<file path="src/ckp_defs.svh">
// Purpose: constants of the clock and power-mode controller
// Assumes: included by the package and by the design modules
// Notes: counts are in reference-clock periods unless named otherwise
`ifndef CKP_DEFS_SVH
`define CKP_DEFS_SVH

// ---------------------------------------------------------------
// field widths
// ---------------------------------------------------------------
`define CKP_PRE_DIV_W 6
`define CKP_MAIN_DIV_W 8
`define CKP_POST_W 2
`define CKP_LOCK_W 16
`define CKP_PERIPH_N 16
`define CKP_AUX_N 3

// ---------------------------------------------------------------
// divider offsets: m = main divider + 8, p = pre-divider + 2
// ---------------------------------------------------------------
`define CKP_M_OFFSET 9'h008
`define CKP_P_OFFSET 7'h02

// ---------------------------------------------------------------
// reference select pin bits: set means external clock input
// ---------------------------------------------------------------
`define CKP_SEL_MAIN_BIT 1
`define CKP_SEL_AUX_BIT 0

// ---------------------------------------------------------------
// aux clock enable positions
// ---------------------------------------------------------------
`define CKP_AUX_USB 0
`define CKP_AUX_IRDA 1
`define CKP_AUX_CAM 2

// ---------------------------------------------------------------
// software lock-wait floor, for reference only
// ---------------------------------------------------------------
`define CKP_LOCK_MIN_US 300

`endif

</file>
<file path="src/ckp_pkg.sv">
// Purpose: types shared by the clock and power-mode controller
// Assumes: ckp_defs.svh holds all numbers
// Notes: none
`include "ckp_defs.svh"

package ckp_pkg;

    // ---------------------------------------------------------------
    // pll settings as software writes them
    // ---------------------------------------------------------------
    typedef struct packed {
        logic [`CKP_PRE_DIV_W-1:0] pre_div;
        logic [`CKP_MAIN_DIV_W-1:0] main_div;
        logic [`CKP_POST_W-1:0] post_scale;
    } ckp_pll_cfg_t;

    // effective divider values handed to the analog pll
    typedef struct packed {
        logic [`CKP_MAIN_DIV_W:0] m;
        logic [`CKP_PRE_DIV_W:0] p;
        logic [`CKP_POST_W-1:0] s;
    } ckp_pll_div_t;

    // one-cycle clock enables for the clocked blocks
    typedef struct packed {
        logic cpu;
        logic ahb;
        logic apb;
        logic usb;
        logic infrared;
        logic camera;
    } ckp_clk_en_t;

    typedef enum logic [2:0] {
        CKP_BOOT,
        CKP_LOCK,
        CKP_RAW,
        CKP_RUN,
        CKP_STOP,
        CKP_SLEEP
    } ckp_state_t;

endpackage

</file>
<file path="src/ckp_lock_counter.sv">
// Purpose: lock-wait counter for one pll
// Assumes: ref_tick is a one-cycle pulse per reference period
// Notes: busy falls only on a clk_sys edge, so release is glitch-free
`timescale 1ns/1ns
`include "ckp_defs.svh"

module ckp_lock_counter (
    input wire logic clk_sys,
    input wire logic reset,
    input wire logic start,
    input wire logic ref_tick,
    input wire logic [`CKP_LOCK_W-1:0] lock_count,
    output logic busy
);
    import ckp_pkg::*;

    logic [`CKP_LOCK_W-1:0] remaining;

    // ---------------------------------------------------------------
    // load on trigger, count down one per reference period
    // ---------------------------------------------------------------
    always_ff @(posedge clk_sys or posedge reset) begin
        if (reset) begin
            remaining <= '0;
        end else if (start) begin
            remaining <= lock_count;
        end else if (ref_tick && remaining != '0) begin
            remaining <= remaining - `CKP_LOCK_W'(1);
        end
    end

    assign busy = (remaining != '0);

endmodule // ckp_lock_counter

</file>
<file path="src/ckp_clock_power.sv">
// Purpose: reference select, pll switchover, lock wait and power-mode gating
// Assumes: pll ticks are same-domain enables from the analog pll wrappers
// Notes: every clock leaves as a one-cycle enable on clk_sys
`timescale 1ns/1ns
`include "ckp_defs.svh"

module ckp_clock_power (
    input wire logic clk_sys,
    input wire logic reset,
    input wire logic [1:0] ref_source_select_pins,
    input wire logic crystal_input,
    input wire logic external_clock_input,
    input wire logic wake_up_pin,
    input wire logic main_pll_tick,
    input wire logic aux_pll_tick,
    input wire logic main_pll_config_wr,
    input wire ckp_pkg::ckp_pll_cfg_t main_pll_config,
    input wire logic aux_pll_config_wr,
    input wire ckp_pkg::ckp_pll_cfg_t aux_pll_config,
    input wire logic [`CKP_LOCK_W-1:0] main_lock_count,
    input wire logic [`CKP_LOCK_W-1:0] aux_lock_count,
    input wire logic slow_mode,
    input wire logic idle_mode_bit,
    input wire logic stop_mode_bit,
    input wire logic sleep_mode_bit,
    input wire logic [`CKP_PERIPH_N-1:0] periph_clock_enable,
    input wire logic [`CKP_AUX_N-1:0] aux_clock_enable,
    output ckp_pkg::ckp_clk_en_t clock_enables,
    output logic [`CKP_PERIPH_N-1:0] periph_clk_en,
    output ckp_pkg::ckp_pll_div_t main_pll_div,
    output ckp_pkg::ckp_pll_div_t aux_pll_div,
    output logic main_pll_power_down,
    output logic aux_pll_power_down,
    output logic internal_power_off,
    output logic main_on_pll,
    output logic aux_on_pll,
    output logic idle_active
);
    import ckp_pkg::*;

    // effective dividers: the analog pll multiplies by m and divides by p*2^s
    function automatic ckp_pll_div_t to_div(input ckp_pll_cfg_t cfg);
        ckp_pll_div_t d;
        d.m = {1'b0, cfg.main_div} + `CKP_M_OFFSET;
        d.p = {1'b0, cfg.pre_div} + `CKP_P_OFFSET;
        d.s = cfg.post_scale;
        return d;
    endfunction

    // ---------------------------------------------------------------
    // pin synchronisers
    // ---------------------------------------------------------------
    logic [2:0] ref_sync [2];
    logic [1:0] ref_tick;
    logic [1:0] sel_meta;
    logic [1:0] sel_sync;
    logic wake_meta;
    logic wake;

    generate
        for (genvar i = 0; i < 2; i++) begin : g_ref
            always_ff @(posedge clk_sys or posedge reset) begin
                if (reset) begin
                    // ones, so a pin already high at release gives no false tick
                    ref_sync[i] <= 3'h7;
                end else begin
                    ref_sync[i] <= {ref_sync[i][1:0], (i == 0) ? crystal_input
                                                               : external_clock_input};
                end
            end
            // rising edge seen on the synchronised copies only
            assign ref_tick[i] = ref_sync[i][1] & ~ref_sync[i][2];
        end
    endgenerate

    always_ff @(posedge clk_sys or posedge reset) begin
        if (reset) begin
            sel_meta <= 2'h0;
            sel_sync <= 2'h0;
            wake_meta <= 1'b0;
            wake <= 1'b0;
        end else begin
            sel_meta <= ref_source_select_pins;
            sel_sync <= sel_meta;
            wake_meta <= wake_up_pin;
            wake <= wake_meta;
        end
    end

    // bit set means external clock, crystal otherwise
    logic main_ref_tick;
    logic aux_ref_tick;
    assign main_ref_tick = ref_tick[sel_sync[`CKP_SEL_MAIN_BIT]];
    assign aux_ref_tick = ref_tick[sel_sync[`CKP_SEL_AUX_BIT]];

    // ---------------------------------------------------------------
    // mode bit edge detection: only low-to-high triggers a mode
    // ---------------------------------------------------------------
    logic idle_prev;
    logic stop_prev;
    logic sleep_prev;
    logic idle_rise;
    logic stop_rise;
    logic sleep_rise;

    always_ff @(posedge clk_sys or posedge reset) begin
        if (reset) begin
            idle_prev <= 1'b0;
            stop_prev <= 1'b0;
            sleep_prev <= 1'b0;
        end else begin
            idle_prev <= idle_mode_bit;
            stop_prev <= stop_mode_bit;
            sleep_prev <= sleep_mode_bit;
        end
    end

    assign idle_rise = idle_mode_bit & ~idle_prev;
    assign stop_rise = stop_mode_bit & ~stop_prev;
    assign sleep_rise = sleep_mode_bit & ~sleep_prev;

    // ---------------------------------------------------------------
    // lock counters, one per pll
    // ---------------------------------------------------------------
    ckp_state_t state;
    ckp_state_t next_state;
    logic main_valid;
    logic aux_valid;
    logic [1:0] lock_start;
    logic [1:0] lock_tick;
    logic [1:0] lock_busy;
    logic [`CKP_LOCK_W-1:0] lock_count [2];
    logic woke;
    logic down_mode;

    assign down_mode = (state == CKP_STOP) || (state == CKP_SLEEP);
    assign woke = down_mode && wake;
    assign lock_count[0] = main_lock_count;
    assign lock_count[1] = aux_lock_count;
    assign lock_tick[0] = main_ref_tick;
    assign lock_tick[1] = aux_ref_tick;
    // reset release and wake both restart the wait, not only a write
    assign lock_start[0] = (state == CKP_BOOT) || woke
                           || (main_pll_config_wr && !down_mode);
    assign lock_start[1] = (state == CKP_BOOT) || woke
                           || (aux_pll_config_wr && !down_mode);

    generate
        for (genvar i = 0; i < 2; i++) begin : g_lock
            ckp_lock_counter u_lock (
                .clk_sys(clk_sys),
                .reset(reset),
                .start(lock_start[i]),
                .ref_tick(lock_tick[i]),
                .lock_count(lock_count[i]),
                .busy(lock_busy[i])
            );
        end
    endgenerate

    // ---------------------------------------------------------------
    // main sequencer
    // ---------------------------------------------------------------
    always_comb begin
        next_state = state;
        unique case (state)
            CKP_BOOT: next_state = CKP_LOCK;
            CKP_LOCK: begin
                if (!main_pll_config_wr && !lock_busy[0]) begin
                    next_state = main_valid ? CKP_RUN : CKP_RAW;
                end
            end
            CKP_RAW, CKP_RUN: begin
                if (sleep_rise) begin
                    next_state = CKP_SLEEP;
                end else if (stop_rise) begin
                    next_state = CKP_STOP;
                end else if (main_pll_config_wr) begin
                    next_state = CKP_LOCK;
                end
            end
            CKP_STOP, CKP_SLEEP: begin
                if (wake) begin
                    next_state = CKP_LOCK;
                end
            end
        endcase
    end

    always_ff @(posedge clk_sys or posedge reset) begin
        if (reset) begin
            state <= CKP_BOOT;
        end else begin
            state <= next_state;
        end
    end

    // ---------------------------------------------------------------
    // pll settings and switchover flags
    // ---------------------------------------------------------------
    ckp_pll_cfg_t main_cfg;
    ckp_pll_cfg_t aux_cfg;

    // the pll output is trusted only once software has written settings
    always_ff @(posedge clk_sys or posedge reset) begin
        if (reset) begin
            main_valid <= 1'b0;
            main_cfg <= '0;
        end else if (main_pll_config_wr && !down_mode) begin
            main_valid <= 1'b1;
            main_cfg <= main_pll_config;
        end
    end

    always_ff @(posedge clk_sys or posedge reset) begin
        if (reset) begin
            aux_valid <= 1'b0;
            aux_cfg <= '0;
        end else if (aux_pll_config_wr && !down_mode) begin
            aux_valid <= 1'b1;
            aux_cfg <= aux_pll_config;
        end
    end

    always_ff @(posedge clk_sys or posedge reset) begin
        if (reset) begin
            main_pll_div <= '0;
            aux_pll_div <= '0;
        end else begin
            main_pll_div <= to_div(main_cfg);
            aux_pll_div <= to_div(aux_cfg);
        end
    end

    // ---------------------------------------------------------------
    // idle flag: cleared by wake-up
    // ---------------------------------------------------------------
    always_ff @(posedge clk_sys or posedge reset) begin
        if (reset) begin
            idle_active <= 1'b0;
        end else if (idle_rise && (state == CKP_RAW || state == CKP_RUN)) begin
            idle_active <= 1'b1;
        end else if (wake) begin
            idle_active <= 1'b0;
        end
    end

    // ---------------------------------------------------------------
    // clock source and gating
    // ---------------------------------------------------------------
    logic use_main_pll;
    logic main_src_tick;
    logic aux_src_tick;
    logic main_run;
    logic aux_run;

    // slow mode trades speed for power by running straight from the reference
    assign use_main_pll = (state == CKP_RUN) && main_valid && !slow_mode;
    assign main_src_tick = use_main_pll ? main_pll_tick : main_ref_tick;
    assign aux_src_tick = aux_valid ? aux_pll_tick : aux_ref_tick;
    assign main_run = (state == CKP_RAW) || (state == CKP_RUN);
    assign aux_run = !down_mode && (state != CKP_BOOT) && !lock_busy[1];

    always_ff @(posedge clk_sys or posedge reset) begin
        if (reset) begin
            clock_enables <= '0;
        end else begin
            clock_enables.cpu <= main_run && !idle_active && main_src_tick;
            clock_enables.ahb <= main_run && main_src_tick;
            clock_enables.apb <= main_run && main_src_tick;
            clock_enables.usb <= aux_run && aux_src_tick
                                 && aux_clock_enable[`CKP_AUX_USB];
            clock_enables.infrared <= aux_run && aux_src_tick
                                      && aux_clock_enable[`CKP_AUX_IRDA];
            clock_enables.camera <= aux_run && aux_src_tick
                                    && aux_clock_enable[`CKP_AUX_CAM];
        end
    end

    always_ff @(posedge clk_sys or posedge reset) begin
        if (reset) begin
            periph_clk_en <= '0;
        end else if (main_run && main_src_tick) begin
            periph_clk_en <= periph_clock_enable;
        end else begin
            periph_clk_en <= '0;
        end
    end

    // ---------------------------------------------------------------
    // power controls and status
    // ---------------------------------------------------------------
    always_ff @(posedge clk_sys or posedge reset) begin
        if (reset) begin
            main_pll_power_down <= 1'b0;
            aux_pll_power_down <= 1'b0;
            internal_power_off <= 1'b0;
            main_on_pll <= 1'b0;
            aux_on_pll <= 1'b0;
        end else begin
            main_pll_power_down <= down_mode && !wake;
            aux_pll_power_down <= down_mode && !wake;
            internal_power_off <= (state == CKP_SLEEP) && !wake;
            main_on_pll <= use_main_pll;
            aux_on_pll <= aux_valid && aux_run;
        end
    end
endmodule // ckp_clock_power

</file>
<file path="config.mk">
export PLATFORM = sky130hd
export DESIGN_NAME = ckp_clock_power
export DESIGN_NICKNAME = d
export VERILOG_FILES = /design/src/ckp_pkg.sv /design/src/ckp_lock_counter.sv /design/src/ckp_clock_power.sv
export VERILOG_INCLUDE_DIRS = /design/src
export SDC_FILE = /design/constraint.sdc
export NUM_CORES = 1
export LEC_CHECK = 0
export BUFFER_PORTS_ARGS = -buffer_cell sky130_fd_sc_hd__buf_2
export CAP_MARGIN = 20
export CORE_MARGIN = 4
export CORE_UTILIZATION = 47
export DETAILED_ROUTE_END_ITERATION = 10
export PLACE_DENSITY = 0.78
export SYNTH_ARGS = -nofsm -noshare
export SYNTH_HDL_FRONTEND = slang
export SYNTH_SLANG_ARGS = --single-unit
</file>
<file path="constraint.sdc">
create_clock -name clk_sys -period 4.1 [get_ports clk_sys]
set_input_delay 0.205 -clock clk_sys [delete_from_list [all_inputs] [get_ports clk_sys]]
set_output_delay 0.205 -clock clk_sys [all_outputs]
set_load 0.005 [all_outputs]
</file>
==> results of run 1 <==
## worst paths after layout
check / endpoint / slack (ns) / cells past startpoint
max in group asynchronous: main_pll_div[3] / 3.53 / 3
max reg2reg: g_lock[0].u_lock.remaining[3] / 1.76 / 5
min reg2reg: sel_sync[0] / 0.35 / 0
max: g_lock[0].u_lock.remaining[3] / 1.76 / 5
min in group clk_sys: periph_clk_en[7] / 0.01 / 2
min: g_lock[0].u_lock.remaining[9] / -0.009 / 3
## critical path, delay by kind of cell, from the launching register on
family / cells / cell delay, ns
xor+xnor: 1 / 0.23
simple gates: 2 / 1.02
flops: 1 / 0.41
compound gates: 2 / 0.52
## cell families after synthesis
group / after synthesis / synth area share [%]
AOI/OAI and AO/OA: 72 / 8.17
and+or+nand+nor: 150 / 14.6
muxes: 36 / 6.71
buffers and inverters: 31 / 2.57
adders and majority gates: 6 / 1.25
xor gates and xnor gates: 38 / 5.56
DFF: 146 / 61.2
## synthesized netlist by cell type, types with 2 or more instances
library cell / number
sky130_fd_sc_hd__and2_1: 21
sky130_fd_sc_hd__clkbuf_1: 7
sky130_fd_sc_hd__mux2i_1: 3
sky130_fd_sc_hd__or3_1: 5
sky130_fd_sc_hd__nor3b_1: 3
sky130_fd_sc_hd__nand2_1: 18
sky130_fd_sc_hd__nor2b_1: 3
sky130_fd_sc_hd__nor3_2: 2
sky130_fd_sc_hd__dfstp_2: 6
sky130_fd_sc_hd__nand3_1: 16
sky130_fd_sc_hd__ha_1: 6
sky130_fd_sc_hd__a211oi_2: 2
sky130_fd_sc_hd__mux2_2: 33
sky130_fd_sc_hd__a2111oi_2: 5
sky130_fd_sc_hd__o211ai_1: 5
sky130_fd_sc_hd__buf_4: 2
sky130_fd_sc_hd__o2111ai_1: 4
sky130_fd_sc_hd__xnor2_1: 22
sky130_fd_sc_hd__nor4_4: 2
sky130_fd_sc_hd__nand4b_1: 3
sky130_fd_sc_hd__nor3_1: 9
sky130_fd_sc_hd__or2_2: 3
sky130_fd_sc_hd__or4_1: 2
sky130_fd_sc_hd__a31oi_1: 3
sky130_fd_sc_hd__nor2_1: 39
sky130_fd_sc_hd__xor2_1: 16
sky130_fd_sc_hd__nand2b_1: 6
sky130_fd_sc_hd__o21ai_0: 8
sky130_fd_sc_hd__o21ai_2: 3
sky130_fd_sc_hd__nand3b_1: 2
sky130_fd_sc_hd__inv_1: 15
sky130_fd_sc_hd__buf_2: 4
sky130_fd_sc_hd__buf_6: 2
sky130_fd_sc_hd__dfrtp_1: 140
sky130_fd_sc_hd__nand4_1: 2
sky130_fd_sc_hd__nor4_1: 2
sky130_fd_sc_hd__a21oi_1: 31
sky130_fd_sc_hd__o21ai_1: 5
## cell usage in the layout, fill, tap and decap left out, types with 4 or more instances in the layout
master	count
sky130_fd_sc_hd__buf_2	161
sky130_fd_sc_hd__dfrtp_1	140
sky130_fd_sc_hd__nor2_1	39
sky130_fd_sc_hd__mux2_2	33
sky130_fd_sc_hd__a21oi_1	31
sky130_fd_sc_hd__dlygate4sd3_1	27
sky130_fd_sc_hd__xnor2_1	22
sky130_fd_sc_hd__and2_1	21
sky130_fd_sc_hd__nand2_1	18
sky130_fd_sc_hd__clkbuf_16	17
sky130_fd_sc_hd__nand3_1	16
sky130_fd_sc_hd__xor2_1	16
sky130_fd_sc_hd__inv_1	14
sky130_fd_sc_hd__nor3_1	9
sky130_fd_sc_hd__o21ai_0	8
sky130_fd_sc_hd__nand2b_1	6
sky130_fd_sc_hd__ha_1	6
sky130_fd_sc_hd__dfstp_2	6
sky130_fd_sc_hd__or3_1	5
sky130_fd_sc_hd__o21ai_1	5
sky130_fd_sc_hd__o211ai_1	5
sky130_fd_sc_hd__a2111oi_2	5
sky130_fd_sc_hd__clkinvlp_4	4
sky130_fd_sc_hd__o2111ai_1	4
## layout make-up
cell class | instances | share of cell area (%)
tap | 168 | 2.70
clock inverter | 10 | 1.30
multi-input combinational | 302 | 27.9
inverter | 15 | 0.772
timing repair buffer | 190 | 14.3
sequential | 146 | 47.1
clock buffer | 22 | 5.97
## state kept, by name, indices dropped and copies added (netlist names), 2 cells and up
register and count:
clock_enables 5, periph_clk_en 16, state 3, aux_pll_div 18, sel_meta 2, ref_sync 6, sel_sync 2, aux_cfg 16
main_cfg 16, g_lock.u_lock.remaining 32, main_pll_div 18
## what timing repair did
item / in CTS / in global routing
setup buffers: 0 / 0
hold buffers: 27 / 0
endpoints found under the setup margin: 0 / 0
hold endpoints to repair: 28 / 0
## power groups by stage
stage / sequential [W] / clock [W] / combinational (W)
floorplan: 0.00167 / 0 / 0.000192
global placement: 0.00167 / 0 / 0.000325
detailed placement: 0.00168 / 0 / 0.000335
CTS: 0.00165 / 0.00150 / 0.000359
global route: 0.00167 / 0.00157 / 0.000401
finish: 0.00165 / 0.00146 / 0.000353
## stage by stage
| step | area, sq um | utilization (%) | total power [W] |
|---|---|---|---|
| 4_1_cts | 7760 | 63.3 | 0.00351 |
| 6_report | 7780 | 63.4 | 0.00347 |
| 3_5_place_dp | 6930 | 56.5 | 0.00201 |
| 3_3_place_gp | 6930 | 56.5 | 0.00199 |
| 5_1_grt | 7780 | 63.4 | 0.00364 |
| 2_1_floorplan | 5990 | - | 0.00186 |
## layer usage
layer | vias up | share of wire (%) | GRT usage, % | wire, um
met3 | 16 | 8.5 | 7.37 | 1130
li1 | 2046 | - | - | -
met2 | 145 | 50 | 31.5 | 6730
met5 | - | 0 | 0 | 0
met4 | 0 | 1.4 | 7.01 | 191
met1 | 2095 | 40 | 24.0 | 5330
==> impl_metrics.tcl, run 1 <==
set metrics [dict create \
    net_load_switching_power_w 0.000847 \
    vias 4302 \
    crit_path_top_delay_cell "sky130_fd_sc_hd__nand4b_1" \
    floorplan.initialDensity_pct 48.8 \
    area_growth_pct 30.0 \
    num-fill-cells 966 \
    leakage_power_nw 3.57 \
    clock_path_buffers 2 \
    failed_checks "negative hold slack" \
    worst_r2r_startpoint "g_lock[0].u_lock.remaining[7]" \
    detailedPlace.worstSlack_ns 1.84 \
    detail-route-antenna-nets 0 \
    grt_antenna_before_repair 0 \
    pwr-share-seq_pct 47.6 \
    ys.flop_type "sky130_fd_sc_hd__dfrtp_1" \
    critPathCaptureType "flop" \
    vias_per_cell 5.04 \
    placeable_area_sq_um 12300 \
    grt_first_pass_wirelength_um 22400 \
    multi_input_comb_area_sq_um 2170 \
    power-per-cell-area_nw_per_um2 446 \
    routed_wl_um 13400 \
    finalWeightedCongestion 0.882 \
    power.share.switching_pct 24.4 \
    ctsResizeCount 0 \
    timing.final.crit_share_pct 57.1 \
    yosys.area.top_type_share_pct 58.5 \
    drt_drc_violations_left 0 \
    power_share_of_the_clock_group_pct 42.2 \
    clock-root-buffer "sky130_fd_sc_hd__clkbuf_16" \
    synth_top_cell_by_area "sky130_fd_sc_hd__dfrtp_1" \
    tritoncts_clock_tree "yes" \
    synthArstFlopShare_pct 100 \
    finalCriticalPeriod_ns 2.34 \
    clock-sinks 146 \
    placedCellCount 793 \
    grt_setup_unrepaired "false" \
    hold_slack_ns -0.00893 \
    ir_worst_vdd_mv 0.337 \
    die_area_sq_um 14600 \
    power_report.internal_total_w 0.00262 \
    clkSlewWorstSetupHoldPaths_ns 0.06 \
    crit_required_ns 4.36 \
    arrival_ns 2.60 \
    design.portCount 162 \
    hold_path_class "primary input to asynchronous set/reset pin" \
    totalNegativeSetupSlack_ns 0 \
    register_area_sq_um 3660 \
    timing.final.setup_violations 0 \
    timing.fmax_ghz 0.427 \
    ys.warnings.count 0 \
    synth.area.top_cells "sky130_fd_sc_hd__dfrtp_1, sky130_fd_sc_hd__mux2_2, sky130_fd_sc_hd__xnor2_1, sky130_fd_sc_hd__dfstp_2, sky130_fd_sc_hd__a21oi_1" \
    first_global_vias 4636 \
    clock_tree.htree_level_count 4 \
    yosysUniqueCellTypes 57 \
    synthesis.nets 583 \
    synth-edff-count 0 \
    worst_case_headroom_to_the_max_slew_limit_pct 41.5 \
    mean_post_synth_cell_area_sq_um 12.5 \
    stdcell_count 853 \
    cts_made_buffers 17 \
    timing_worst_slew_pin_value_ns 0.875 \
    drive_gt1_share_pct 37.5 \
    drv.max_cap_violation_count 0 \
    crit_path_max_incr_delay_ns 0.54 \
    synth_sequential_area_ratio_pct 61.2 \
    chipHeight_um 121 \
    netlist_area_sq_um 5990 \
    status "finished with violations" \
    synth_seq_cells 146 \
    diodes 0 \
    power.share.combinational_pct 10.2 \
    rows 40 \
    timing_worst_setup_path_type "flop to flop" \
    worst_clock_skew_ns 0.00917 \
    io_buffers 161 \
    drt_iter0_drc 274 \
    worstSetupStartpoint "g_lock[0].u_lock.remaining[7]" \
    timing.final.max_slew_violations 0 \
    cp_cell_sequence "nor3_1 -> nand4b_1 -> o211ai_1 -> xor2_1 -> a21oi_1" \
    clock_insertion_delay_worst_skew_ns 0.42 \
    grt_remaining_overflow 0 \
    average_wire_per_standard_cell_um 15.7 \
    grt_max_degree 147 \
    drt-pass1-iter-count 4 \
    setup.worst_path.start_class "flop" \
    fin_ws_ns 1.76 \
    nets 776 \
    floorplan.die.width_um 121 \
    detailedPlacementHpwl_um 9140 \
    synth_cells 479 \
    hold_viol_final 6 \
    peak_fanout_along_the_critical_path 12 \
    gr-usage-all-layers_pct 19.5 \
]
Note: power is estimated with default switching activity, not from simulation.
==> run 2: changes to the inputs <==
==> constraint.sdc (replaced) <==
create_clock -name clk_sys -period 1.9 [get_ports clk_sys]
set_input_delay 0.095 -clock clk_sys [delete_from_list [all_inputs] [get_ports clk_sys]]
set_output_delay 0.095 -clock clk_sys [all_outputs]
set_load 0.005 [all_outputs]
==> run 2 against run 1 <==
Die area is the same. Combinational power grew to 2.8 times the previous value. Setup slack lost 1.7 ns. Sequential power grew 120%. Routed wire length grew 13%. Core utilization grew 8.1 points. The flow now finishes without violations. Register-to-register slack lost 1.7 ns. Sequential share of layout area shrank 5.3 points. Cell area grew 13%. Clock skew is essentially flat. Largest cell class unchanged. Via count grew 9.5%.
==> impl_metrics.tcl, run 2 (synthesis gave the netlist of run 1 again) <==
set metrics [dict create \
    status "finished clean" \
    register_area_sq_um 3660 \
    arrival_ns 2.20 \
    placeable_area_sq_um 12300 \
    detailedPlacementHpwl_um 9680 \
    biggest_register "g_lock.u_lock.remaining" \
    chipHeight_um 121 \
    nets 870 \
    grt_remaining_overflow 0 \
    die_area_sq_um 14600 \
    worst_case_headroom_to_the_max_slew_limit_pct 65.9 \
    floorplan.initialDensity_pct 48.8 \
    clkSlewWorstSetupHoldPaths_ns 0.06 \
    timing.final.max_slew_violations 0 \
    crit_required_ns 2.24 \
    power_w 0.00790 \
    power_report.internal_total_w 0.00599 \
    ir_worst_vdd_mv 0.784 \
    net_load_switching_power_w 0.00191 \
    timing.final.setup_violations 0 \
    multi_input_comb_area_sq_um 2250 \
    clock-root-buffer "sky130_fd_sc_hd__clkbuf_16" \
    biggestRegsByFlops "g_lock.u_lock.remaining (32), aux_pll_div (18), main_pll_div (18)" \
    floorplan.die.width_um 121 \
    drive_gt1_share_pct 38.2 \
    tritoncts_clock_tree "yes" \
    setup.worst_path.start_class "flop" \
    finalCriticalPeriod_ns 1.86 \
    final_common_cell "sky130_fd_sc_hd__buf_2" \
    num-fill-cells 825 \
    leakage_power_nw 4.01 \
    first_global_vias 5063 \
    cts_made_buffers 17 \
    clock-sinks 146 \
    rows 40 \
    power-per-cell-area_nw_per_um2 902 \
    drt_iter0_drc 205 \
    hold_slack_ns 0.0402 \
    power.share.combinational_pct 12.3 \
    hold_path_class "primary input to flop" \
    drt_drc_violations_left 0 \
    timing.fmax_ghz 0.539 \
    area_growth_pct 46.5 \
    worst_clock_skew_ns 0.00874 \
    timing.final.crit_share_pct 97.7 \
    drv.max_cap_violation_count 0 \
    clock_insertion_delay_worst_skew_ns 0.42 \
    timing_worst_setup_path_type "flop to flop" \
    average_wire_per_standard_cell_um 16.0 \
    clock_tree.htree_level_count 4 \
    power_share_of_the_clock_group_pct 42.5 \
    grt_max_degree 82 \
    diodes 0 \
    vias_per_cell 4.98 \
    grt_setup_unrepaired "true" \
    detail-route-antenna-nets 0 \
    power.share.switching_pct 24.2 \
    timing_worst_slew_pin_value_ns 0.511 \
    design.portCount 162 \
    largest_register_ffs 32 \
    commonest_cells_after_routing_fill_and_taps_aside "sky130_fd_sc_hd__buf_2, sky130_fd_sc_hd__dfrtp_1, sky130_fd_sc_hd__dlygate4sd3_1" \
    grt_antenna_before_repair 0 \
    clock_path_buffers 2 \
    critPathCaptureType "flop" \
    routed_wl_um 15100 \
    grt_first_pass_wirelength_um 24600 \
    io_buffers 161 \
    pwr-share-seq_pct 45.2 \
    gr-usage-all-layers_pct 21.7 \
    drt-pass1-iter-count 4 \
    finalWeightedCongestion 0.859 \
    peak_fanout_along_the_critical_path 4 \
    hold_viol_final 0 \
    vias 4710 \
]
[run 2: changes by cell type in the layout (fill, tap and decap cells not counted), moves of 2 or more]
cell / change
sky130_fd_sc_hd__buf_4: +25
sky130_fd_sc_hd__ha_4: +2
sky130_fd_sc_hd__ha_1: -2
sky130_fd_sc_hd__clkbuf_8: -2
sky130_fd_sc_hd__dlygate4sd3_1: +68
sky130_fd_sc_hd__bufinv_16: +2
[run 2: metal layers]
layer | wire [um] | GRT usage [%] | share of wire (%) | vias to the layer above
li1 | - | - | - | 2233
met1 | 5710 | 24.1 | 38 | 2281
met2 | 7910 | 37.6 | 52 | 168
met3 | 1200 | 8.62 | 7.9 | 28
met4 | 315 | 7.86 | 2.1 | 0
met5 | 0 | 0 | 0 | -
[run 2: worst paths after layout]
kind	cells after the start	endpoint	slack, ns	startpoint
worst max-delay path	6	g_lock[0].u_lock.remaining[13]	0.04	g_lock[0].u_lock.remaining[4]
worst min-delay path	3	clock_enables[5]	0.04	main_pll_tick
worst max register to register	6	g_lock[0].u_lock.remaining[13]	0.04	g_lock[0].u_lock.remaining[4]
worst min register to register	0	sel_sync[0]	0.35	sel_meta[0]
max in group asynchronous	4	ref_sync[1]	1.11	reset
min in group asynchronous	3	aux_pll_div[0]	0.11	reset
[run 2: cell type report]
cell class / instances / area share [%]
clock buffer: 20 / 4.98
clock inverter: 11 / 1.76
inverter: 15 / 0.685
multi-input combinational: 302 / 25.7
sequential: 146 / 41.8
tap: 168 / 2.40
timing repair buffer: 284 / 22.8
[run 2: power by group through the flow]
| stage | registers [W] | clock network (W) | logic [W] |
|---|---|---|---|
| 2_1_floorplan | 0.00359 | 0 | 0.000414 |
| 3_3_place_gp | 0.00359 | 0 | 0.000749 |
| 3_5_place_dp | 0.00361 | 0 | 0.000773 |
| 4_1_cts | 0.00356 | 0.00342 | 0.000931 |
| 5_1_grt | 0.00360 | 0.00358 | 0.00108 |
| 6_report | 0.00357 | 0.00336 | 0.000971 |
[run 2: worst max-delay path, stage by stage (launching register included)]
cell and delay [ns]:
sky130_fd_sc_hd__dfrtp_1 0.38, sky130_fd_sc_hd__or3_4 0.40, sky130_fd_sc_hd__buf_4 0.16, sky130_fd_sc_hd__and4b_1 0.26, sky130_fd_sc_hd__o211ai_1 0.11, sky130_fd_sc_hd__or3_1 0.32
sky130_fd_sc_hd__a31oi_1 0.16
[run 2: repair_timing]
action / in CTS / in global routing
endpoints found under the setup margin: 2 / 23
resized for setup: 2 / 19
hold buffers: 95 / 0
pin swaps: 1 / 5
hold endpoints to repair: 236 / 0
buffers inserted: 0 / 4
[run 2: stage by stage]
stage / TNS (ns) / area [sq um] / setup WS (ns) / cells / utilization [%]
4_1_cts: 0 / 8660 / 0.00141 / 942 / 70.6
2_1_floorplan: -3.24 / 5990 / -0.0231 / 479 / -
3_5_place_dp: -0.0202 / 7110 / -0.0202 / 816 / 58.0
6_report: 0 / 8770 / 0.0435 / 946 / 71.5
5_1_grt: -0.149 / 8770 / -0.0355 / 946 / 71.5
3_3_place_gp: 0 / 7110 / 0.0364 / 816 / 58.0
